$ cat src/core/pwrb_pkg.sv
// package: register map, field layout and state carriers for the power budget registers
package pwrb_pkg;

  // register byte addresses
  localparam logic [11:0] PWRB_CAP_HEADER_ADDR  = 12'h280;
  localparam logic [11:0] PWRB_DATA_SELECT_ADDR = 12'h284;
  localparam logic [11:0] PWRB_DATA_WINDOW_ADDR = 12'h288;
  localparam logic [11:0] PWRB_ALLOC_FLAG_ADDR  = 12'h28c;
  localparam logic [11:0] PWRB_VALUE_BASE_ADDR  = 12'h300;
  localparam logic [11:0] PWRB_UNLOCK_CTRL_ADDR = 12'h3f0;

  // data value registers
  localparam int          PWRB_NUM_VALUES = 8;
  localparam logic [7:0]  PWRB_SEL_MAX    = 8'h07;
  localparam logic [2:0]  PWRB_VAL_IDX_W0 = 3'h0;

  // field positions
  localparam int PWRB_CAPABILITY_IDENTIFIER_LSB   = 0;
  localparam int PWRB_CAPABILITY_IDENTIFIER_MSB   = 15;
  localparam int PWRB_CAPABILITY_VERSION_LSB  = 16;
  localparam int PWRB_CAPABILITY_VERSION_MSB  = 19;
  localparam int PWRB_NEXT_STRUCTURE_POINTER_LSB  = 20;
  localparam int PWRB_NEXT_STRUCTURE_POINTER_MSB  = 31;
  localparam int PWRB_SEL_MSB     = 7;
  localparam int PWRB_SA_BIT      = 0;
  localparam int PWRB_UNLOCK_BIT  = 0;

  // documented field values when the structure is in use
  localparam logic [15:0] PWRB_CAPABILITY_IDENTIFIER_POWER_BUDGET = 16'h0004;
  localparam logic [3:0]  PWRB_CAPABILITY_VERSION_ONE         = 4'h1;

  // reset values
  localparam logic [31:0] PWRB_HEADER_RESET = 32'h0000_0000;
  localparam logic [7:0]  PWRB_SEL_RESET    = 8'h00;
  localparam logic [31:0] PWRB_VALUE_RESET  = 32'h0000_0000;
  localparam logic [31:0] PWRB_ZERO_WORD    = 32'h0000_0000;

  // apb request as seen by the slave
  typedef struct packed {
    logic        psel;
    logic        penable;
    logic        pwrite;
    logic [11:0] paddr;
    logic [31:0] pwdata;
    logic [3:0]  pstrb;
  } pwrb_apb_req_t;

  // apb answer
  typedef struct packed {
    logic        pready;
    logic        pslverr;
    logic [31:0] prdata;
  } pwrb_apb_rsp_t;

  // all state of the register block
  typedef struct packed {
    logic [31:0]                      header;
    logic [7:0]                       select;
    logic                             sys_alloc;
    logic                             unlock;
    logic [PWRB_NUM_VALUES-1:0][31:0] values;
    logic [31:0]                      rdata;
    logic                             slverr;
    logic                             ack;
  } pwrb_state_t;

endpackage

$ cat src/core/pwrb_regs.sv
// power budgeting capability register block behind an apb slave
//
// Behaviour
// - identifier field reports 0x4 when used
// - version field reports 0x1 when used
// - selector bits 7:0 pick data value
// - selector above 7 reads window zero
// - read-only window returns selected value
// - bit 0 flags power already allocated
// - value registers writable only when unlocked
//
// The APB slave port was decided locally.
`timescale 1ns/1ps
`default_nettype none

module pwrb_regs
  import pwrb_pkg::*;
(
  // clock and reset
  input  wire logic          pclk,
  input  wire logic          presetn,
  // apb slave
  input  wire logic          psel,
  input  wire logic          penable,
  input  wire logic          pwrite,
  input  wire logic [11:0]   paddr,
  input  wire logic [31:0]   pwdata,
  input  wire logic [3:0]    pstrb,
  output logic               pready,
  output logic               pslverr,
  output logic [31:0]        prdata,
  // status towards the switch
  output logic               budget_value_unlock,
  output logic               system_allocated_flag,
  output logic [15:0]        capability_identifier,
  output logic [3:0]         capability_version
);

  pwrb_apb_req_t req;
  pwrb_apb_rsp_t rsp;
  pwrb_state_t   s_q;
  pwrb_state_t   s_d;

  logic [31:0] window_word;
  logic        access;
  logic        wr_en;
  logic        rd_en;
  logic        is_value;
  logic [2:0]  value_idx;
  logic        mapped;

  assign req = '{psel: psel, penable: penable, pwrite: pwrite,
                 paddr: paddr, pwdata: pwdata, pstrb: pstrb};

  // window mux, zero for out of range selector
  always_comb begin
    if (s_q.select > PWRB_SEL_MAX) begin
      window_word = PWRB_ZERO_WORD;
    end else begin
      window_word = s_q.values[s_q.select[2:0]];
    end
  end

  // only the first access edge acts, the answer edge does not repeat it
  assign access    = req.psel & req.penable & ~s_q.ack;
  assign wr_en     = access & req.pwrite;
  assign rd_en     = access & ~req.pwrite;
  assign is_value  = (req.paddr >= PWRB_VALUE_BASE_ADDR) &&
                     (req.paddr < PWRB_VALUE_BASE_ADDR + 12'(PWRB_NUM_VALUES * 4));
  assign value_idx = 3'(req.paddr[4:2] - PWRB_VAL_IDX_W0);

  always_comb begin
    mapped = 1'b1;
    case (req.paddr)
      PWRB_CAP_HEADER_ADDR, PWRB_DATA_SELECT_ADDR, PWRB_DATA_WINDOW_ADDR,
      PWRB_ALLOC_FLAG_ADDR, PWRB_UNLOCK_CTRL_ADDR: begin
        mapped = 1'b1;
      end
      default: begin
        mapped = is_value && (req.paddr[1:0] == 2'b00);
      end
    endcase
  end

  // byte-lane merge
  function automatic logic [31:0] pwrb_merge(input logic [31:0] old_w,
                                             input logic [31:0] new_w,
                                             input logic [3:0]  strb);
    logic [31:0] res;
    res = old_w;
    for (int b = 0; b < 4; b++) begin
      if (strb[b]) begin
        res[b*8 +: 8] = new_w[b*8 +: 8];
      end
    end
    return res;
  endfunction

  always_comb begin
    s_d        = s_q;
    s_d.slverr = 1'b0;
    s_d.ack    = access;
    if (access) begin
      s_d.slverr = ~mapped;
      s_d.rdata  = PWRB_ZERO_WORD;
    end
    if (wr_en && mapped) begin
      case (req.paddr)
        PWRB_CAP_HEADER_ADDR: begin
          if (s_q.unlock) begin
            s_d.header = pwrb_merge(s_q.header, req.pwdata, req.pstrb);
          end
        end
        PWRB_DATA_SELECT_ADDR: begin
          if (req.pstrb[0]) begin
            s_d.select = req.pwdata[PWRB_SEL_MSB:0];
          end
        end
        PWRB_ALLOC_FLAG_ADDR: begin
          if (s_q.unlock && req.pstrb[0]) begin
            s_d.sys_alloc = req.pwdata[PWRB_SA_BIT];
          end
        end
        PWRB_UNLOCK_CTRL_ADDR: begin
          if (req.pstrb[0]) begin
            s_d.unlock = req.pwdata[PWRB_UNLOCK_BIT];
          end
        end
        default: begin
          if (is_value && s_q.unlock) begin
            s_d.values[value_idx] = pwrb_merge(s_q.values[value_idx], req.pwdata,
                                               req.pstrb);
          end
        end
      endcase
    end
    if (rd_en && mapped) begin
      case (req.paddr)
        PWRB_CAP_HEADER_ADDR:  s_d.rdata = s_q.header;
        PWRB_DATA_SELECT_ADDR: s_d.rdata = {24'h000000, s_q.select};
        PWRB_DATA_WINDOW_ADDR: s_d.rdata = window_word;
        PWRB_ALLOC_FLAG_ADDR:  s_d.rdata = {31'h00000000, s_q.sys_alloc};
        PWRB_UNLOCK_CTRL_ADDR: s_d.rdata = {31'h00000000, s_q.unlock};
        default:               s_d.rdata = s_q.values[value_idx];
      endcase
    end
  end

  always_ff @(posedge pclk or negedge presetn) begin
    if (!presetn) begin
      s_q.header    <= PWRB_HEADER_RESET;
      s_q.select    <= PWRB_SEL_RESET;
      s_q.sys_alloc <= 1'b0;
      s_q.unlock    <= 1'b0;
      s_q.values    <= {PWRB_NUM_VALUES{PWRB_VALUE_RESET}};
      s_q.rdata     <= PWRB_ZERO_WORD;
      s_q.slverr    <= 1'b0;
      s_q.ack       <= 1'b0;
    end else begin
      s_q <= s_d;
    end
  end

  // answer one cycle after the first access edge, data registered
  logic ack_q;
  assign ack_q = s_q.ack;

  assign rsp.pready  = ack_q;
  assign rsp.pslverr = s_q.slverr & ack_q;
  assign rsp.prdata  = s_q.rdata;
  assign pready      = rsp.pready;
  assign pslverr     = rsp.pslverr;
  assign prdata      = rsp.prdata;

  assign budget_value_unlock   = s_q.unlock;
  assign system_allocated_flag = s_q.sys_alloc;
  assign capability_identifier = s_q.header[PWRB_CAPABILITY_IDENTIFIER_MSB:PWRB_CAPABILITY_IDENTIFIER_LSB];
  assign capability_version    = s_q.header[PWRB_CAPABILITY_VERSION_MSB:PWRB_CAPABILITY_VERSION_LSB];

  // assertions
  chk_window_zero_high: assert property (@(posedge pclk) disable iff (!presetn)
    (rd_en && !ack_q && paddr == PWRB_DATA_WINDOW_ADDR && s_q.select > PWRB_SEL_MAX)
      |=> (prdata == PWRB_ZERO_WORD))
    else $error("window not zero for large selector");

  chk_window_value_sel: assert property (@(posedge pclk) disable iff (!presetn)
    (rd_en && !ack_q && paddr == PWRB_DATA_WINDOW_ADDR && s_q.select <= PWRB_SEL_MAX)
      |=> (prdata == $past(s_q.values[s_q.select[2:0]])))
    else $error("window does not show selected value");

  chk_select_write_take: assert property (@(posedge pclk) disable iff (!presetn)
    (wr_en && !ack_q && paddr == PWRB_DATA_SELECT_ADDR && pstrb[0])
      |=> (s_q.select == $past(pwdata[7:0])))
    else $error("selector not written");

  chk_value_locked_hold: assert property (@(posedge pclk) disable iff (!presetn)
    (wr_en && is_value && !s_q.unlock) |=> $stable(s_q.values))
    else $error("value register written while locked");

  chk_header_locked_hold: assert property (@(posedge pclk) disable iff (!presetn)
    (!s_q.unlock) |=> $stable(s_q.header) && $stable(s_q.sys_alloc))
    else $error("lockable field changed while locked");

  chk_header_unlock_take: assert property (@(posedge pclk) disable iff (!presetn)
    (wr_en && s_q.unlock && paddr == PWRB_CAP_HEADER_ADDR && pstrb == 4'hf)
      |=> (capability_identifier == $past(pwdata[15:0])))
    else $error("identifier not written while unlocked");

  chk_version_unlock_take: assert property (@(posedge pclk) disable iff (!presetn)
    (wr_en && s_q.unlock && paddr == PWRB_CAP_HEADER_ADDR && pstrb == 4'hf)
      |=> (capability_version == $past(pwdata[19:16])))
    else $error("version not written while unlocked");

  chk_alloc_flag_take: assert property (@(posedge pclk) disable iff (!presetn)
    (wr_en && s_q.unlock && paddr == PWRB_ALLOC_FLAG_ADDR && pstrb[0])
      |=> (system_allocated_flag == $past(pwdata[0])))
    else $error("allocation flag not written");

  chk_apb_ready_two: assert property (@(posedge pclk) disable iff (!presetn)
    (psel && !penable) ##1 (psel && penable) |-> ##1 pready)
    else $error("access not answered in one wait cycle");

  // bus answer
  chk_ready_after_access: assert property (@(posedge pclk) disable iff (!presetn)
    access |=> pready)
    else $error("first access edge not answered");

  chk_ready_in_access: assert property (@(posedge pclk) disable iff (!presetn)
    pready |-> (psel && penable))
    else $error("ready raised outside an access phase");

  chk_error_unmapped: assert property (@(posedge pclk) disable iff (!presetn)
    (access && !mapped) |=> pslverr)
    else $error("unmapped access not flagged");

  chk_error_mapped_clear: assert property (@(posedge pclk) disable iff (!presetn)
    (access && mapped) |=> !pslverr)
    else $error("mapped access flagged as error");

  chk_error_rdata_zero: assert property (@(posedge pclk) disable iff (!presetn)
    (rd_en && !mapped) |=> (prdata == PWRB_ZERO_WORD))
    else $error("unmapped read returned data");

  chk_rdata_hold_idle: assert property (@(posedge pclk) disable iff (!presetn)
    (!access) |=> $stable(prdata))
    else $error("read data moved outside an access");

  // read path
  chk_header_read_back: assert property (@(posedge pclk) disable iff (!presetn)
    (rd_en && paddr == PWRB_CAP_HEADER_ADDR) |=> (prdata == $past(s_q.header)))
    else $error("header read does not match register");

  chk_select_reserved_zero: assert property (@(posedge pclk) disable iff (!presetn)
    (rd_en && paddr == PWRB_DATA_SELECT_ADDR)
      |=> ((prdata >> (PWRB_SEL_MSB + 1)) == PWRB_ZERO_WORD))
    else $error("selector reserved bits not zero");

  chk_alloc_reserved_zero: assert property (@(posedge pclk) disable iff (!presetn)
    (rd_en && paddr == PWRB_ALLOC_FLAG_ADDR)
      |=> ((prdata >> (PWRB_SA_BIT + 1)) == PWRB_ZERO_WORD))
    else $error("allocation reserved bits not zero");

  chk_alloc_read_back: assert property (@(posedge pclk) disable iff (!presetn)
    (rd_en && paddr == PWRB_ALLOC_FLAG_ADDR)
      |=> (prdata[PWRB_SA_BIT] == $past(system_allocated_flag)))
    else $error("allocation flag read does not match");

  chk_value_read_back: assert property (@(posedge pclk) disable iff (!presetn)
    (rd_en && mapped && is_value) |=> (prdata == s_q.values[$past(value_idx)]))
    else $error("data value read does not match");

  // write path
  chk_select_lane_keep: assert property (@(posedge pclk) disable iff (!presetn)
    (wr_en && paddr == PWRB_DATA_SELECT_ADDR && !pstrb[0]) |=> $stable(s_q.select))
    else $error("selector changed without its byte lane");

  chk_window_write_drop: assert property (@(posedge pclk) disable iff (!presetn)
    (wr_en && paddr == PWRB_DATA_WINDOW_ADDR)
      |=> ($stable(s_q.values) && $stable(s_q.select) && $stable(s_q.header)))
    else $error("write to read-only window changed state");

  chk_next_structure_pointer_unlock_take: assert property (@(posedge pclk) disable iff (!presetn)
    (wr_en && s_q.unlock && paddr == PWRB_CAP_HEADER_ADDR && pstrb == 4'hf)
      |=> (s_q.header[PWRB_NEXT_STRUCTURE_POINTER_MSB:PWRB_NEXT_STRUCTURE_POINTER_LSB] ==
           $past(pwdata[PWRB_NEXT_STRUCTURE_POINTER_MSB:PWRB_NEXT_STRUCTURE_POINTER_LSB])))
    else $error("next pointer not written while unlocked");

  chk_unlock_write_take: assert property (@(posedge pclk) disable iff (!presetn)
    (wr_en && paddr == PWRB_UNLOCK_CTRL_ADDR && pstrb[0])
      |=> (budget_value_unlock == $past(pwdata[PWRB_UNLOCK_BIT])))
    else $error("unlock bit not written");

  chk_value_unlock_take: assert property (@(posedge pclk) disable iff (!presetn)
    (wr_en && mapped && is_value && s_q.unlock && pstrb == 4'hf)
      |=> (s_q.values[$past(value_idx)] == $past(pwdata)))
    else $error("data value not written while unlocked");

  // one hold check per data value entry
  for (genvar g = 0; g < PWRB_NUM_VALUES; g++) begin : g_value_chk
    chk_value_entry_hold: assert property (@(posedge pclk) disable iff (!presetn)
      !(wr_en && is_value && s_q.unlock && value_idx == 3'(g)) |=> $stable(s_q.values[g]))
      else $error("data value entry changed without its write");
  end

endmodule

`default_nettype wire

$ cat config.mk
export PLATFORM = sky130hd
export DESIGN_NAME = pwrb_regs
export DESIGN_NICKNAME = d
export VERILOG_FILES = /design/src/core/pwrb_pkg.sv /design/src/core/pwrb_regs.sv
export SDC_FILE = /design/constraint.sdc
export NUM_CORES = 1
export LEC_CHECK = 0
export BUFFER_PORTS_ARGS = -buffer_cell sky130_fd_sc_hd__buf_2
export CORE_MARGIN = 1
export CORE_UTILIZATION = 50
export CTS_BUF_LIST = sky130_fd_sc_hd__clkbuf_8 sky130_fd_sc_hd__clkbuf_16
export DETAILED_ROUTE_END_ITERATION = 10
export PLACE_DENSITY = 0.68
export SLEW_MARGIN = 20
export SYNTH_ARGS = -nofsm -noshare
export SYNTH_HDL_FRONTEND = slang
export SYNTH_SLANG_ARGS = --single-unit
$ cat constraint.sdc
create_clock -name pclk -period 3.4 [get_ports pclk]
set_input_delay 0.34 -clock pclk [delete_from_list [all_inputs] [get_ports pclk]]
set_output_delay 0.34 -clock pclk [all_outputs]
set_load 0.05 [all_outputs]
==> reports/metrics.yaml <==
seq_power_share_pct: 49.1
arrival_ps: 3000
multi_input_area_um2: 8100
dpl.hpwl_mm: 31.2
cpMaxStageDelayCell: "dfrtp_4"
core_area_um2: 33700
critPathCaptureType: "flip-flop"
p_int_mw: 6.20
die_w_um: 188
synth_top_area_share_pct: 48.3
cts_tree: "yes"
hold_class: "in2reg"
initialDrtViolationCount: 1625
avgSynthCellArea_um2: 10.9
synth_nets: 1630
rsz0062_at_grt: "false"
synth_top_area_cell: "dfrtp_1"
io_pins: 109
htreeDepth: 2
num-fill-cells: 2884
die-area_um2: 35200
max_freq_ghz: 0.386
report.final.hold_viol_count: 0
track_usage_pct: 30.4
cts.sinks: 332
vias: 13500
cp_cell_sequence: "buf_4 -> mux4_2 -> mux2_2 -> a221oi_1 -> o21ai_0"
vias_per_cell: 6.50
rows: 67
grt_start_max_net_pins: 110
timing.final.crit_share_pct: 76.3
dr.pass1.iters: 5
final_antenna_net_count: 0
sw_frac_of_total_pct: 23.1
pwr_density_cell_nw_per_um2: 418
slew_viol_final: 0
clock_tree.buffer_depth: 3
synth_ff_type: "dfrtp_1"
comb_power_share_pct: 4.5
netlist_area_um2: 17200
wl_per_cell_um: 25.3
setup_viol: 0
synth_edf_count: 0
drive_gt1_share_pct: 27.1
yosys-top-cells-area: "dfrtp_1 48%, mux4_2 17%, o21ai_0 7.8%"
pwr-share-clk_pct: 46.4
cts_resized: 0
synthCells: 1577
path_max_fanout: 36
min_period_ps: 2590
nets: 1660
ys_types: 40
antenna_found_initial: 1
drc: 0
rrSetupSlack_ps: 810
finClkSkew_ps: 18.4
grt_pass1_wl_mm: 81.1
p_leak_nw: 8.64
cap_violations: 0
tns_ps: 0
synth-seq-area-share_pct: 48.3
relSlewSlack_pct: 32.1
crit_type: "reg2reg"
overflow: 0
ys_seq_elements: 332
p_switching_mw: 1.86
area_growth_pct: 11.9
seqCellArea_um2: 8310
vdd_drop_max_v: 0.000350
cts_made_buffers: 36
cts_root_buffer: "clkbuf_16"
ys_warn_count: 0
tightest_slew_ps: 1020
status: "finished clean"
worstSkewPairLatency_ps: 530
initial_core_util_pct: 51.1
clk_pin_slew_ps: 60
grt_pass1_vias: 13400
place.gp.congestion: 0.863
die_y_um: 188
power_mw: 8.06
setup.worst_path.start_class: "flip-flop"
cp.required_ps: 3800
async_reset_ff_share_pct: 100
fin_area_um2: 19300
io_buffers: 108
cp_top_family: "flip-flops"
critical_path_buf_inv_count: 1
cpPeakStageDelay_ps: 950
routed_wl_mm: 52.6
post_dp_cell_area_um2: 18100
## synthesized netlist by cell type, types with 4 or more instances
cell / count
clkbuf_1: 98
dfrtp_1: 332
nor3_1: 4
mux2_2: 74
a221oi_1: 24
buf_4: 52
nand2b_1: 4
and2_1: 5
nor2_1: 51
o21ai_1: 20
nand2_1: 326
nand3_1: 34
mux2i_1: 39
o21ai_0: 269
a21oi_1: 34
buf_1: 18
mux4_2: 128
a211oi_1: 9
nand4_1: 12
buf_2: 9
o2111ai_1: 8
## cell families after synthesis
kind of cell | count (synthesis) | synth area share, %
multiplexers | 241 | 23.9
flip-flops | 332 | 48.3
AND/OR/NAND/NOR | 456 | 11.1
AO/OA/AOI/OAI | 369 | 11.6
buffers and inverters | 179 | 5.10
## per-stage QoR
| stage | instances | utilization, % | setup WS (ps) | hold WS, ps |
|---|---|---|---|---|
| final | 2080 | 57.2 | 807 | 60.9 |
| after global routing | 2079 | 57.1 | 633 | 64.0 |
| after CTS | 2079 | 57.1 | 786 | 52.1 |
| after detailed placement | 2016 | 53.8 | 487 | 465 |
| after global placement | 2016 | 53.8 | 535 | 459 |
| after floorplan | 1577 | - | 809 | 44.4 |
## cells in the final DEF (no fill, tap or decap), types with 2 or more instances in the layout
master,n
mux2i_1,39
or4_1,3
nor2_1,51
nor2b_1,3
clkbuf_8,6
clkbuf_16,38
and2_1,5
buf_4,50
a21oi_1,34
a22oi_1,2
a211oi_1,8
nand3_1,34
a221oi_1,24
nor4_4,3
nand2_1,326
nand2b_1,4
o21ai_1,20
mux2_2,74
clkinv_2,8
dfrtp_2,2
dfrtp_1,329
buf_12,11
nor3_1,4
or3_1,2
o21ai_0,269
inv_1,10
mux4_2,128
o2111ai_2,8
nand4_1,12
buf_2,106
## routing by layer
layer  up-vias  GRT usage [%]  share of wire (%)
met3       128           6.10                 10
met1      6919           42.9                 40
met5         -              0                  0
met2       762           47.7                 46
li1       5721              -                  -
met4         0           9.54                2.9
## layout make-up
class	count	share of cell area (%)
multi-input combinational	1066	42.0
tap	448	2.91
timing repair buffer	169	5.98
clock inverter	18	0.487
clock buffer	44	5.37
sequential	332	43.2
antenna	1	0.0130
inverter	2	0.0390
## path summary, 6_finish.rpt
| path | from | cells after the start | to |
|---|---|---|---|
| min | pwdata[18] | 2 | capability_version[2] |
| max reg2reg | s_q[292] | 5 | prdata[28] |
| max | s_q[292] | 5 | prdata[28] |
| min reg2reg | prdata[25] | 2 | prdata[25] |
| min in group asynchronous | presetn | 2 | prdata[4] |
| max in group asynchronous | presetn | 3 | s_q[50] |
## flip-flops by register name, summed over array words and instances, names as in the netlist
register and count:
capability_version 4, budget_value_unlock 1, prdata 32, capability_identifier 16
pready 1, system_allocated_flag 1, s_q 277
## power by group through the flow
stage | logic [mW] | clock network [mW] | registers [mW]
CTS | 0.366 | 3.77 | 3.95
floorplan | 0.152 | 0 | 4.03
finish | 0.364 | 3.74 | 3.95
global placement | 0.359 | 0 | 4.03
global route | 0.396 | 3.93 | 3.95
detailed placement | 0.363 | 0 | 4.03
## repair_timing
item / 4_1_cts / 5_1_grt
buffers inserted: 0 / 0
hold buffers: 1 / 0
endpoints found under the hold margin: 102 / 0
(Power assumes the default switching activity.)
